`src/frt16_pkg.sv`:
```
// Package for the free-running 16-bit timer: offsets, fields, types
package frt16_pkg;
  // Register byte offsets
  localparam logic [7:0] OFS_MODE   = 8'h00; // timer_mode_control
  localparam logic [7:0] OFS_COUNT  = 8'h04; // count_value (read only)
  localparam logic [7:0] OFS_CCA    = 8'h08; // capcmp_reg_a
  localparam logic [7:0] OFS_CCB    = 8'h0c; // capcmp_reg_b
  localparam logic [7:0] OFS_STAT   = 8'h10; // sticky events, read clears
  localparam logic [7:0] OFS_MASK   = 8'h14; // interrupt enables
  localparam logic [7:0] OFS_OVF    = 8'h18; // count_overflow_flag
  // Mode register fields
  localparam int         MODE_LO_POS   = 2;  // mode_select_lo
  localparam int         MODE_HI_POS   = 3;  // mode_select_hi
  localparam int         CAP_A_POS     = 4;  // 1: reg a captures
  localparam int         CAP_B_POS     = 5;  // 1: reg b captures
  localparam logic [1:0] MODE_FREE     = 2'h1;
  localparam logic [7:0] MODE_RST      = 8'h00;
  // Status and mask bit positions
  localparam int         EV_MATCH_A = 0;
  localparam int         EV_MATCH_B = 1;
  localparam int         EV_CAP_A   = 2;
  localparam int         EV_CAP_B   = 3;
  localparam int         EV_OVF     = 4;
  localparam int         EV_W       = 5;
  localparam logic [15:0] CNT_MAX   = 16'hffff;
  localparam logic [15:0] CNT_ZERO  = 16'h0000;
  localparam logic [1:0]  RESP_OKAY = 2'h0;
  localparam logic [1:0]  RESP_SLVERR = 2'h2;

  // Register bus write-side state
  typedef struct packed {
    logic        aw_full;
    logic [7:0]  aw_addr;
    logic        w_full;
    logic [31:0] w_data;
    logic [3:0]  w_strb;
    logic        bvalid;
    logic [1:0]  bresp;
  } frt_wr_t;

  // Register bus read-side state
  typedef struct packed {
    logic        rvalid;
    logic [31:0] rdata;
    logic [1:0]  rresp;
  } frt_rd_t;
endpackage : frt16_pkg

```
`src/frt16_ctr.sv`:
```
// Counter core: 16-bit free-running count with wrap and overflow pulse
`timescale 1ns/100ps
module frt16_ctr
  import frt16_pkg::*;
#(
  parameter int W = 16
) (
  input  wire logic         clk,     // Timer clock
  input  wire logic         rst,     // Async reset, active high
  input  wire logic         run,     // Free-running mode selected
  output logic [W-1:0]      cnt,     // Registered count
  output logic              wrap     // Pulse on wrap to zero
);
  typedef struct packed {
    logic [W-1:0] cnt;
    logic         wrap;
  } frt16_cst_t;

  frt16_cst_t st_r;
  frt16_cst_t st_nxt;

  // Count once per clock; at all ones the next clock gives zero and a wrap
  always_comb begin
    st_nxt      = st_r;
    st_nxt.wrap = 1'b0;
    if (!run) begin
      st_nxt.cnt = '0;                            // Cleared to zero outside mode
    end else if (st_r.cnt == {W{1'b1}}) begin
      st_nxt.cnt  = '0;
      st_nxt.wrap = 1'b1;
    end else begin
      st_nxt.cnt = st_r.cnt + 1'b1;
    end
  end

  always_ff @(posedge clk or posedge rst) begin
    if (rst) begin
      st_r <= '0;
    end else begin
      st_r <= st_nxt;
    end
  end

  assign cnt  = st_r.cnt;
  assign wrap = st_r.wrap;

  a_wrap_zero: assert property (@(posedge clk) disable iff (rst)
    wrap |-> cnt == '0)
    else $error("wrap without zero count");
  a_count_step: assert property (@(posedge clk) disable iff (rst)
    run && $past(run) && !wrap |-> cnt == $past(cnt) + 1'b1)
    else $error("count did not step by one");
endmodule : frt16_ctr

```
`src/frt16_top.sv`:
```
// Free-running 16-bit timer with two capture/compare registers, AXI4-Lite
`timescale 1ns/100ps
module frt16_top
  import frt16_pkg::*;
#(
  parameter int CW = 16
) (
  input  wire logic        MCLK,          // 40 MHz clock
  input  wire logic        SYS_RST,       // Async reset, active high
  input  wire logic        CAPTURE_A,     // Capture strobe for reg a
  input  wire logic        CAPTURE_B,     // Capture strobe for reg b
  output logic             MATCH_IRQ_A,   // Match pulse, reg a
  output logic             MATCH_IRQ_B,   // Match pulse, reg b
  output logic             IRQ,           // Level interrupt
  input  wire logic [7:0]  AWADDR,        // Write address
  input  wire logic        AWVALID,       // Write address valid
  output logic             AWREADY,       // Write address ready
  input  wire logic [31:0] WDATA,         // Write data
  input  wire logic [3:0]  WSTRB,         // Write strobes
  input  wire logic        WVALID,        // Write data valid
  output logic             WREADY,        // Write data ready
  output logic [1:0]       BRESP,         // Write response
  output logic             BVALID,        // Write response valid
  input  wire logic        BREADY,        // Write response ready
  input  wire logic [7:0]  ARADDR,        // Read address
  input  wire logic        ARVALID,       // Read address valid
  output logic             ARREADY,       // Read address ready
  output logic [31:0]      RDATA,         // Read data
  output logic [1:0]       RRESP,         // Read response
  output logic             RVALID,        // Read valid
  input  wire logic        RREADY         // Read ready
);
  // All block state except the count and the wrap pulse, which u_ctr holds, in one struct
  typedef struct packed {
    frt_wr_t          wr;
    frt_rd_t          rd;
    logic [7:0]       mode;
    logic [CW-1:0]    cca;
    logic [CW-1:0]    ccb;
    logic [EV_W-1:0]  stat;
    logic [EV_W-1:0]  mask;
    logic             ovf;
    logic             mt_a;
    logic             mt_b;
  } frt16_st_t;

  frt16_st_t st_r;
  frt16_st_t st_nxt;

  logic [CW-1:0] cnt;
  logic          wrap;
  logic          run;
  logic          cap_a_en;
  logic          cap_b_en;
  logic          do_wr;
  logic          do_rd;
  logic [15:0]   wlo;
  logic          at_max;

  // Flag on the clock that wraps the count, not one clock after it
  assign at_max = run && cnt == CNT_MAX;

  assign run = st_r.mode[MODE_HI_POS:MODE_LO_POS] == MODE_FREE;
  assign cap_a_en = st_r.mode[CAP_A_POS];
  assign cap_b_en = st_r.mode[CAP_B_POS];

  frt16_ctr #(
    .W    (CW)
  ) u_ctr (
    .clk  (MCLK),
    .rst  (SYS_RST),
    .run  (run),
    .cnt  (cnt),
    .wrap (wrap)
  );

  // Address and data are each held once taken; the write fires with both
  assign AWREADY = !st_r.wr.aw_full && !st_r.wr.bvalid;
  assign WREADY  = !st_r.wr.w_full && !st_r.wr.bvalid;
  assign ARREADY = !st_r.rd.rvalid;
  assign do_rd   = ARVALID && ARREADY;
  assign wlo     = {st_r.wr.w_strb[1] ? st_r.wr.w_data[15:8] : 8'h00,
                    st_r.wr.w_data[7:0]};

  always_comb begin
    logic [CW-1:0] wv_a;
    logic [CW-1:0] wv_b;
    wv_a   = '0;
    wv_b   = '0;
    st_nxt = st_r;
    do_wr  = st_r.wr.aw_full && st_r.wr.w_full;

    // Bus channel capture
    if (AWVALID && AWREADY) begin
      st_nxt.wr.aw_full = 1'b1;
      st_nxt.wr.aw_addr = AWADDR;
    end
    if (WVALID && WREADY) begin
      st_nxt.wr.w_full = 1'b1;
      st_nxt.wr.w_data = WDATA;
      st_nxt.wr.w_strb = WSTRB;
    end
    if (st_r.wr.bvalid && BREADY) begin
      st_nxt.wr.bvalid = 1'b0;
    end
    if (st_r.rd.rvalid && RREADY) begin
      st_nxt.rd.rvalid = 1'b0;
    end

    // Compare matches only for registers set to compare
    st_nxt.mt_a = run && !cap_a_en && cnt == st_r.cca;
    st_nxt.mt_b = run && !cap_b_en && cnt == st_r.ccb;

    // Captures latch the running count
    if (run && cap_a_en && CAPTURE_A) begin
      st_nxt.cca = cnt;
    end
    if (run && cap_b_en && CAPTURE_B) begin
      st_nxt.ccb = cnt;
    end

    // Register write; strobes of the low bytes are honoured
    if (do_wr) begin
      st_nxt.wr.aw_full = 1'b0;
      st_nxt.wr.w_full  = 1'b0;
      st_nxt.wr.bvalid  = 1'b1;
      st_nxt.wr.bresp   = RESP_OKAY;
      wv_a = {wlo[15:8] | (st_r.wr.w_strb[1] ? 8'h00 : st_r.cca[15:8]),
              st_r.wr.w_strb[0] ? wlo[7:0] : st_r.cca[7:0]};
      wv_b = {wlo[15:8] | (st_r.wr.w_strb[1] ? 8'h00 : st_r.ccb[15:8]),
              st_r.wr.w_strb[0] ? wlo[7:0] : st_r.ccb[7:0]};
      if (st_r.wr.aw_addr == OFS_MODE) begin
        if (st_r.wr.w_strb[0]) begin
          st_nxt.mode = st_r.wr.w_data[7:0];
        end
      end else if (st_r.wr.aw_addr == OFS_COUNT) begin
        st_nxt.wr.bresp = RESP_OKAY;  // Count is read only; write ignored
      end else if (st_r.wr.aw_addr == OFS_CCA) begin
        st_nxt.cca = wv_a;
      end else if (st_r.wr.aw_addr == OFS_CCB) begin
        st_nxt.ccb = wv_b;
      end else if (st_r.wr.aw_addr == OFS_STAT) begin
        st_nxt.wr.bresp = RESP_OKAY;  // Cleared by reading only
      end else if (st_r.wr.aw_addr == OFS_MASK) begin
        if (st_r.wr.w_strb[0]) begin
          st_nxt.mask = st_r.wr.w_data[EV_W-1:0];
        end
      end else if (st_r.wr.aw_addr == OFS_OVF) begin
        // Writing zero to bit 0 clears the overflow flag
        if (st_r.wr.w_strb[0] && !st_r.wr.w_data[0]) begin
          st_nxt.ovf = 1'b0;
        end
      end else begin
        st_nxt.wr.bresp = RESP_SLVERR;
      end
    end

    // Register read; the status read clears its sticky bits
    if (do_rd) begin
      st_nxt.rd.rvalid = 1'b1;
      st_nxt.rd.rresp  = RESP_OKAY;
      st_nxt.rd.rdata  = '0;
      if (ARADDR == OFS_MODE) begin
        st_nxt.rd.rdata[7:0] = st_r.mode;
      end else if (ARADDR == OFS_COUNT) begin
        st_nxt.rd.rdata[CW-1:0] = cnt;
      end else if (ARADDR == OFS_CCA) begin
        st_nxt.rd.rdata[CW-1:0] = st_r.cca;
      end else if (ARADDR == OFS_CCB) begin
        st_nxt.rd.rdata[CW-1:0] = st_r.ccb;
      end else if (ARADDR == OFS_STAT) begin
        st_nxt.rd.rdata[EV_W-1:0] = st_r.stat;
        st_nxt.stat = '0;
      end else if (ARADDR == OFS_MASK) begin
        st_nxt.rd.rdata[EV_W-1:0] = st_r.mask;
      end else if (ARADDR == OFS_OVF) begin
        st_nxt.rd.rdata[0] = st_r.ovf;
      end else begin
        st_nxt.rd.rresp = RESP_SLVERR;
      end
    end

    // Events set last so that a set beats a clear in the same cycle
    if (at_max) begin
      st_nxt.ovf          = 1'b1;
      st_nxt.stat[EV_OVF] = 1'b1;
    end
    if (st_nxt.mt_a && !st_r.mt_a) begin
      st_nxt.stat[EV_MATCH_A] = 1'b1;
    end
    if (st_nxt.mt_b && !st_r.mt_b) begin
      st_nxt.stat[EV_MATCH_B] = 1'b1;
    end
    if (run && cap_a_en && CAPTURE_A) begin
      st_nxt.stat[EV_CAP_A] = 1'b1;
    end
    if (run && cap_b_en && CAPTURE_B) begin
      st_nxt.stat[EV_CAP_B] = 1'b1;
    end
  end

  always_ff @(posedge MCLK or posedge SYS_RST) begin
    if (SYS_RST) begin
      st_r      <= '0;
      st_r.mode <= MODE_RST;
    end else begin
      st_r <= st_nxt;
    end
  end

  // Outputs straight from state
  assign MATCH_IRQ_A = st_r.mt_a;
  assign MATCH_IRQ_B = st_r.mt_b;
  assign IRQ         = |(st_r.stat & st_r.mask);
  assign BVALID      = st_r.wr.bvalid;
  assign BRESP       = st_r.wr.bresp;
  assign RVALID      = st_r.rd.rvalid;
  assign RDATA       = st_r.rd.rdata;
  assign RRESP       = st_r.rd.rresp;

  // Checks
  a_ovf_sets: assert property (@(posedge MCLK) disable iff (SYS_RST)
    wrap |-> st_r.ovf)
    else $error("overflow flag not set after wrap");
  a_ovf_sticky: assert property (@(posedge MCLK) disable iff (SYS_RST)
    st_r.ovf && !do_wr |=> st_r.ovf)
    else $error("overflow flag dropped without a write");
  a_run_mode: assert property (@(posedge MCLK) disable iff (SYS_RST)
    !run |-> ##1 cnt == CNT_ZERO)
    else $error("counter moved outside free-running mode");
  a_match_a: assert property (@(posedge MCLK) disable iff (SYS_RST)
    run && !cap_a_en && cnt == st_r.cca |=> MATCH_IRQ_A)
    else $error("missed match on reg a");
  a_match_b: assert property (@(posedge MCLK) disable iff (SYS_RST)
    run && !cap_b_en && cnt == st_r.ccb |=> MATCH_IRQ_B)
    else $error("missed match on reg b");
  a_cap_a: assert property (@(posedge MCLK) disable iff (SYS_RST)
    run && cap_a_en && CAPTURE_A |=> st_r.cca == $past(cnt))
    else $error("capture a did not latch count");
  a_cap_b_mix: assert property (@(posedge MCLK) disable iff (SYS_RST)
    run && !cap_a_en && cap_b_en && CAPTURE_B
      |=> st_r.ccb == $past(cnt))
    else $error("mixed capture b did not latch");
  a_no_match_cap: assert property (@(posedge MCLK) disable iff (SYS_RST)
    cap_a_en |=> !MATCH_IRQ_A)
    else $error("capture register raised a match");
  c_wrap: cover property (@(posedge MCLK) disable iff (SYS_RST) wrap);
  c_match: cover property (@(posedge MCLK) disable iff (SYS_RST)
    MATCH_IRQ_A && MATCH_IRQ_B);
  c_capture: cover property (@(posedge MCLK) disable iff (SYS_RST)
    run && cap_a_en && cap_b_en && CAPTURE_A);
  c_irq: cover property (@(posedge MCLK) disable iff (SYS_RST) IRQ);
endmodule : frt16_top

```
`config.mk`:
```
export PLATFORM = sky130hd
export DESIGN_NAME = frt16_top
export DESIGN_NICKNAME = d
export VERILOG_FILES = /design/src/frt16_pkg.sv /design/src/frt16_ctr.sv /design/src/frt16_top.sv
export SDC_FILE = /design/constraint.sdc
export NUM_CORES = 1
export LEC_CHECK = 0
export BUFFER_PORTS_ARGS = -buffer_cell sky130_fd_sc_hd__buf_2
export CORE_ASPECT_RATIO = 1.2
export CORE_MARGIN = 4
export CORE_UTILIZATION = 55
export DETAILED_ROUTE_END_ITERATION = 10
export PLACE_DENSITY = 0.84
export SLEW_MARGIN = 25
export SYNTH_ARGS = -nofsm -noshare
export SYNTH_HDL_FRONTEND = slang
export SYNTH_HIERARCHICAL = 1
export SYNTH_SLANG_ARGS = --single-unit
```
`constraint.sdc`:
```
create_clock -name MCLK -period 4.5 [get_ports MCLK]
set_input_delay 0.45 -clock MCLK [delete_from_list [all_inputs] [get_ports MCLK]]
set_output_delay 0.45 -clock MCLK [all_outputs]
set_load 0.03 [all_outputs]
```
==> flow_summary.toml, run 1 <==
[timing]
slew-limit-headroom_pct = 42.4
tns_ps = 0
period_needed_ps = 2570
finalSetupViolations = 0
finalCritPeriodShare_pct = 57.2
drv_slew = 0
tightest_slew_ps = 864
grt_setup_unrepaired = "false"
final_hold_viol_count = 0
finClkSkew_ps = 6.60
clock.fmax_ghz = 0.389

[die]
fp.dieH_um = 126
start_util_pct = 56.9
core-area_mm2 = 0.0111
pin_count = 105
die_x_um = 106
die-area_mm2 = 0.0133
num_rows = 42

[worst_setup_path]
critPathMaxFanout = 16
worstPathCellList = "nor4_2 > nand4_1 > o22ai_1 > a31oi_1"
worstPathRequired_ps = 4750
crit_path_start_kind = "flop"
critPathKind = "reg -> reg"
slowest_delay_ps = 800
crit_arrival_ps = 2820
end_kind = "flop"
crit_slowest_cell = "nand4_1"

[clock_tree]
root_buffer = "clkbuf_16"
cts_hold_buffers = 0
clock-sinks = 117
cts_buffers = 17
ctsHtreeMaxLevel = 4
clkTransAtPathRegs_ps = 50
cts_resized = 0
cts_tree = "done"
post_cts_buffers = 0
worstSkewPairLatency_ps = 410
clock_path_buffers = 2

[power]
p_comb_share_pct = 24.2
sequentialPowerShare_pct = 41.9
leakage_nw = 3.27
power.share.switching_pct = 32.7
netSwitchingPower_mw = 1.34
ir_worst_vdd_uv = 445
power_density_mw_per_mm2 = 573
p_int_mw = 2.76
clkPwrFrac_pct = 33.9

[final_layout]
drive_above_1_share_pct = 29.9
fin_util_pct = 64.1
n_antenna_cell = 0
final_common_cell = "dfrtp_1"
nets = 681
layout_common_cells = "dfrtp_1, buf_2, mux2_2"
syn2layout_area_growth_pct = 12.8

[routing]
dr_wl_met2_um = 7670
routed.top_layer = "met4"
drtAntennaViolNets = 0
wirelength_um = 15500
drt-pass1-iter-count = 8
drcViolationCount = 0
met1_length_um = 6020
drtIter0Drc = 441
met3WireLength_um = 1340
viasPerCell = 6.13
post_drt_wl_per_cell_um = 19.7
vias = 4821

[logic_synthesis]
yosysWarningCount = 6
syn_inst = 585
syn_avg_cell_area_um2 = 10.8
syn_area_mm2 = 0.00633

[placement]
dpl.hpwl_um = 10700
gp_congestion = 0.941
place.port_buffers = 68

[global_route]
grt_pass1_wl_um = 25000
antenna_found_initial = 0
grt_max_degree = 63
gr-usage-all-layers_pct = 23.9
grt.overflow.total = 0
first_global_vias = 4716

[hold_path]
hp-class = "in -> async"

[run]
drv_cap = 0

[outcome]
outcome = "complete, no violations"
metal layers:
| metal | vias up | global-route usage, % |
|---|---|---|
| met5 | - | 0 |
| met1 | 2360 | 30.5 |
| met2 | 272 | 39.2 |
| met4 | 0 | 9.30 |
| met3 | 47 | 6.03 |
| li1 | 2142 | - |
layout make-up:
cell class              instances  area (µm²)
repair buffers                 71         363
fillers                       876        4000
clock inverters                 8         121
inverters                      29         111
clock buffers                  24         492
well taps                     154         193
flip-flops and latches        117        2930
multi-input cells             383        2940
critical path: cells and delay by family (launching register included):
kind	cells	cell delay, ps
compound gates	2	530
simple gates	2	1480
flops	1	400
metrics by stage:
step                      hold WS (ps)  instance area (µm²)  std cells  total power [mW]  worst slack (ps)
after detailed placement           461                 6530        754              2.68              2030
final                              146                 7140        786              4.10              1930
after floorplan                    364                 6400        602              2.41              1400
after global routing               196                 7140        786              4.29              1780
after CTS                          162                 7140        786              4.09              1990
after global placement             457                 6530        754              2.61              2100
final timing paths:
check / from / end / slack (ps) / depth (start not counted)
worst max-delay path: st_r[134] / st_r[18] / 1930 / 4
worst min-delay path: SYS_RST / u_ctr/cnt[9] / 150 / 2
worst max register to register: st_r[134] / st_r[18] / 1930 / 4
worst min register to register: RDATA[2] / RDATA[2] / 470 / 2
max in group asynchronous: SYS_RST / st_r[132] / 3280 / 3
min in group MCLK: BREADY / BVALID / 210 / 2
power by group through the flow:
stage / Clock, mW / Combinational, mW / Sequential, mW
CTS: 1.40 / 0.988 / 1.70
global placement: 0 / 0.922 / 1.69
global route: 1.45 / 1.09 / 1.75
floorplan: 0 / 0.825 / 1.59
detailed placement: 0 / 0.971 / 1.71
finish: 1.39 / 0.991 / 1.72
Power figures use the tool's default switching activity.
==> run 2: changes to the inputs <==
--- a/config.mk
+++ b/config.mk
@@ -8,9 +8,9 @@
 export BUFFER_PORTS_ARGS = -buffer_cell sky130_fd_sc_hd__buf_2
 export CORE_ASPECT_RATIO = 1.2
 export CORE_MARGIN = 4
-export CORE_UTILIZATION = 55
+export CORE_UTILIZATION = 51
 export DETAILED_ROUTE_END_ITERATION = 10
-export PLACE_DENSITY = 0.84
+export PLACE_DENSITY = 0.82
 export SLEW_MARGIN = 25
 export SYNTH_ARGS = -nofsm -noshare
 export SYNTH_HDL_FRONTEND = slang
==> constraint.sdc (replaced) <==
create_clock -name MCLK -period 2.3 [get_ports MCLK]
set_input_delay 0.23 -clock MCLK [delete_from_list [all_inputs] [get_ports MCLK]]
set_output_delay 0.23 -clock MCLK [all_outputs]
set_load 0.03 [all_outputs]
==> run 2 against run 1 <==
Against the previous run: setup slack worse by 1700 ps; via count up 1.1%; clock skew up 1.2 ps; die area up 7.3%; largest power group unchanged; design area up 0.81%; non-clock buffer count up 18; hold slack worse by 120 ps; register-to-register slack worse by 1700 ps; count of clock-buffer cells in the layout up 1; largest cell class unchanged.
==> flow_summary.toml, run 2 (same netlist as run 1, synthesis figures left out) <==
[worst_setup_path]
end_kind = "flop"
crit_slowest_cell = "or4_4"
critPathTopFamily = "compound AO/OA/AOI/OAI gates"
rrSetupSlack_ps = 180
slowest_delay_ps = 590
crit_arrival_ps = 2470
crit_path_start_kind = "flop"
worst-path-buf-inv = 1
critPathKind = "reg -> reg"
worstPathRequired_ps = 2650
critPathMaxFanout = 25
worstPathCellList = "or4_4 > o41ai_4 > buf_4 > o22ai_1 > o21ba_2"

[placement]
dpl.hpwl_um = 10900
dp_slack_ps = 212
place.port_buffers = 68
gp_congestion = 0.933

[clock_tree]
post_cts_buffers = 0
ctsHtreeMaxLevel = 4
root_buffer = "clkbuf_16"
cts_buffers = 17
cts_tree = "done"
cts_hold_buffers = 3
clock-sinks = 117
worstSkewPairLatency_ps = 410
clkTransAtPathRegs_ps = 50
cts_resized = 0
clock_path_buffers = 2

[routing]
drtIter0Drc = 496
post_drt_wl_per_cell_um = 18.9
drt-pass1-iter-count = 6
drcViolationCount = 0
viasPerCell = 6.02
drtAntennaViolNets = 0
wirelength_um = 15300
vias = 4873

[die]
core-area_mm2 = 0.0121
die_x_um = 110
die-area_mm2 = 0.0143
fp.dieH_um = 130
pin_count = 105
start_util_pct = 52.3
num_rows = 44

[outcome]
outcome = "complete, no violations"

[final_layout]
drive_above_1_share_pct = 30.5
final_common_cell = "dfrtp_1"
syn2layout_area_growth_pct = 13.7
n_antenna_cell = 0
layout_common_cells = "dfrtp_1, buf_2, mux2_2"
nets = 699

[timing]
period_needed_ps = 2120
finalCritPeriodShare_pct = 92.1
tightest_slew_ps = 826
slew-limit-headroom_pct = 44.4
tns_ps = 0
timing.final.ws_setup_ps = 183
finalSetupViolations = 0
finClkSkew_ps = 7.84
drv_slew = 0
final_hold_viol_count = 0
grt_setup_unrepaired = "false"
clock.fmax_ghz = 0.472

[global_route]
grt.busiest_layer = "met2"
grt.met1_usage_pct = 28.6
grt_max_degree = 45
grt.overflow.total = 0
grt_pass1_wl_um = 25300
gr-usage-all-layers_pct = 23.1
met3_usage_pct = 5.84
antenna_found_initial = 0
first_global_vias = 4924
use_met2_pct = 37.8

[power]
power_density_mw_per_mm2 = 1050
power_mw = 7.54
ir_worst_vdd_uv = 633
leakage_nw = 3.31

[hold_path]
hp-class = "in -> reg"

[run]
drv_cap = 0
run 2: cell types whose count changed in the layout (fill, tap and decap cells not counted), sizes merged:
cell	change
buf	+15
bufinv	-3
dlygate4sd3	+3
clkinv	+2
clkbuf	+1
inv	-1
run 2: area by class of cell:
class                   count  area, µm²
inverters                  29        113
multi-input cells         383       2930
repair buffers             89        531
flip-flops and latches    117       2930
clock inverters             6       30.0
clock buffers              25        465
fillers                   956       4910
well taps                 161        201
run 2: final timing paths:
kind / end / cells past startpoint / startpoint
max in group asynchronous: st_r[7] / 4 / SYS_RST
worst max register to register: flop / 5 / st_r[134]
min in group asynchronous: MATCH_IRQ_A / 3 / SYS_RST
worst min register to register: RDATA[2] / 2 / RDATA[2]
worst min-delay path: st_r[92] / 3 / WSTRB[1]
worst max-delay path: flop / 5 / st_r[134]
run 2: worst min-delay path, cell delays in order:
cell	delay [ps]
buf_2	70
nand2_1	40
o21ai_0	60
run 2: metal layers:
layer	share of wire, %	vias up
met1	39	2364
met5	0	-
met3	8.4	55
li1	-	2178
met2	49	276
met4	3.8	0
run 2: power breakdown:
| part | total [mW] | switching [mW] | leakage (nW) | internal [mW] |
|---|---|---|---|---|
| Combinational | 1.95 | 0.981 | 1.54 | 0.966 |
| Sequential | 3.36 | 0.719 | 1.53 | 2.64 |
| Clock | 2.22 | 0.845 | 0.248 | 1.38 |
run 2: stage by stage:
| step | area, µm² | utilization (%) | std cells | hold slack, ps |
|---|---|---|---|---|
| 2_1_floorplan | 6400 | - | 602 | 144 |
| 3_3_place_gp | 6680 | 55.1 | 776 | 354 |
| 3_5_place_dp | 6680 | 55.1 | 776 | 366 |
| 4_1_cts | 7200 | 59.5 | 810 | 14.0 |
| 5_1_grt | 7200 | 59.5 | 810 | 21.5 |
| 6_report | 7200 | 59.5 | 810 | 25.0 |
==> run 3: changes to the inputs <==
--- a/config.mk
+++ b/config.mk
@@ -5,12 +5,14 @@
 export SDC_FILE = /design/constraint.sdc
 export NUM_CORES = 1
 export LEC_CHECK = 0
+export ABC_AREA = 1
 export BUFFER_PORTS_ARGS = -buffer_cell sky130_fd_sc_hd__buf_2
 export CORE_ASPECT_RATIO = 1.2
 export CORE_MARGIN = 4
-export CORE_UTILIZATION = 51
+export CORE_UTILIZATION = 52
+export CTS_CLUSTER_SIZE = 20
 export DETAILED_ROUTE_END_ITERATION = 10
-export PLACE_DENSITY = 0.82
+export PLACE_DENSITY = 0.83
 export SLEW_MARGIN = 25
 export SYNTH_ARGS = -nofsm -noshare
 export SYNTH_HDL_FRONTEND = slang
==> constraint.sdc (replaced) <==
create_clock -name MCLK -period 2.3 [get_ports MCLK]
set_input_delay 0.115 -clock MCLK [delete_from_list [all_inputs] [get_ports MCLK]]
set_output_delay 0.115 -clock MCLK [all_outputs]
set_load 0.03 [all_outputs]
==> run 3 against run 2 <==
Against the previous run: design area up 14%; highest routed layer unchanged; clock skew grew 3.9 ps; total power is 8.2% lower; sequential power shrank 16%; sequential cell count is the same.
==> flow_summary.toml, run 3 <==
[outcome]
outcome = "complete, no violations"

[global_route]
first_global_vias = 6057
grt.overflow.total = 0
gr-usage-all-layers_pct = 25.0
grt_pass1_wl_um = 30600
grt_max_degree = 57
antenna_found_initial = 0

[timing]
timing.final.ws_setup_ps = 455
tightest_slew_ps = 754
finClkSkew_ps = 11.8
period_needed_ps = 1840
drv_slew = 0
slew-limit-headroom_pct = 49.6
final_hold_viol_count = 0
finalSetupViolations = 0
finalCritPeriodShare_pct = 80.2
clock.fmax_ghz = 0.542
tns_ps = 0
grt_setup_unrepaired = "false"

[worst_setup_path]
end_kind = "flop"
path_common_cell = "nand2_1"
crit_slowest_cell = "mux2_2"
crit_path_start_kind = "flop"
worstPathCellList = "inv_1 > nand2_1 > nor2_1 > nand2_1 > nor2_1 > nand2_1 > mux2_2"
critPathMaxFanout = 14
critPathKind = "reg -> reg"
slowest_delay_ps = 410
worstPathRequired_ps = 2590
crit_arrival_ps = 2140

[run]
drv_cap = 0

[placement]
place_area_mm2 = 0.00738
dp_cells = 1127
place.port_buffers = 68
dp_slack_ps = 463
gp_congestion = 0.990
dpl.hpwl_um = 13600

[power]
ir_worst_vdd_uv = 694
power_density_mw_per_mm2 = 841
leakage_nw = 3.99

[routing]
vias = 6474
drtIter0Drc = 680
viasPerCell = 5.45
post_drt_wl_per_cell_um = 15.9
drt-pass1-iter-count = 5
drcViolationCount = 0
drtAntennaViolNets = 0
wirelength_um = 18900

[final_layout]
syn2layout_area_growth_pct = 16.0
stdcell_area_mm2 = 0.00822
n_antenna_cell = 0
layout_common_cells = "nand2_1, dfrtp_1, inv_1"
nFillCells = 1180
final_common_cell = "nand2_1"
fin_cells = 1187
drive_above_1_share_pct = 18.4
nets = 1068

[logic_synthesis]
syn_area_mm2 = 0.00709
syn_inst = 928
syn_avg_cell_area_um2 = 7.64
yosysWarningCount = 6

[clock_tree]
root_buffer = "clkbuf_16"
ctsHtreeMaxLevel = 4
clkTransAtPathRegs_ps = 60
cts_resized = 0
cts_hold_buffers = 28
cts_buffers = 17
clock-sinks = 117
post_cts_buffers = 0
cts_tree = "done"
worstSkewPairLatency_ps = 420
clock_path_buffers = 2

[die]
die_x_um = 115
core-area_mm2 = 0.0133
die-area_mm2 = 0.0156
start_util_pct = 53.3
pin_count = 105
num_rows = 46
fp.dieH_um = 136

[hold_path]
hp-class = "in -> reg"
## run 3: report_power, final
group / total (mW) / internal [mW] / switching, mW
clock network: 2.54 / 1.58 / 0.963
registers: 2.82 / 2.45 / 0.370
logic: 1.55 / 0.560 / 0.994
total: 6.92 / 4.59 / 2.33
## run 3: worst paths after layout
path | from | to | slack (ps) | cells after the start
worst max-delay path | st_r[135] | st_r[51] | 460 | 7
worst min-delay path | AWADDR[3] | st_r[131] | 8 | 3
worst max register to register | st_r[135] | st_r[51] | 460 | 7
worst min register to register | RDATA[11] | RDATA[11] | 470 | 2
max in group asynchronous | SYS_RST | st_r[11] | 1250 | 4
min in group asynchronous | SYS_RST | u_ctr/cnt[11] | 340 | 3
## run 3: area by class of cell
class	count	area, µm²	area share [%]
repair buffers	105	701	8.52
multi-input cells	670	3450	42.0
flip-flops and latches	117	2930	35.6
well taps	168	210	2.56
inverters	95	365	4.44
clock inverters	14	138	1.67
clock buffers	18	429	5.22
## run 3: stage by stage
| stage | util [%] | power, mW | hold slack (ps) |
|---|---|---|---|
| floorplan | - | 4.00 | 28.7 |
| global placement | 55.5 | 4.31 | 226 |
| detailed placement | 55.5 | 4.35 | 237 |
| CTS | 61.8 | 6.94 | 3.75 |
| global route | 61.8 | 7.28 | 26.5 |
| finish | 61.8 | 6.92 | 7.96 |
## run 3: per-layer routing
metal / GRT usage (%) / up-vias / wire, µm
met4: 9.77 / 0 / 709
met2: 39.4 / 308 / 8570
met1: 34.3 / 2993 / 7970
met3: 4.41 / 59 / 1610
li1: - / 3114 / -
met5: 0 / - / 0
## run 3: critical path, delay by kind of cell (launching register included)
kind / cells / cell delay [ps]
mux: 1 / 410
simple gates: 5 / 890
buf+inv: 1 / 70
flops: 1 / 360
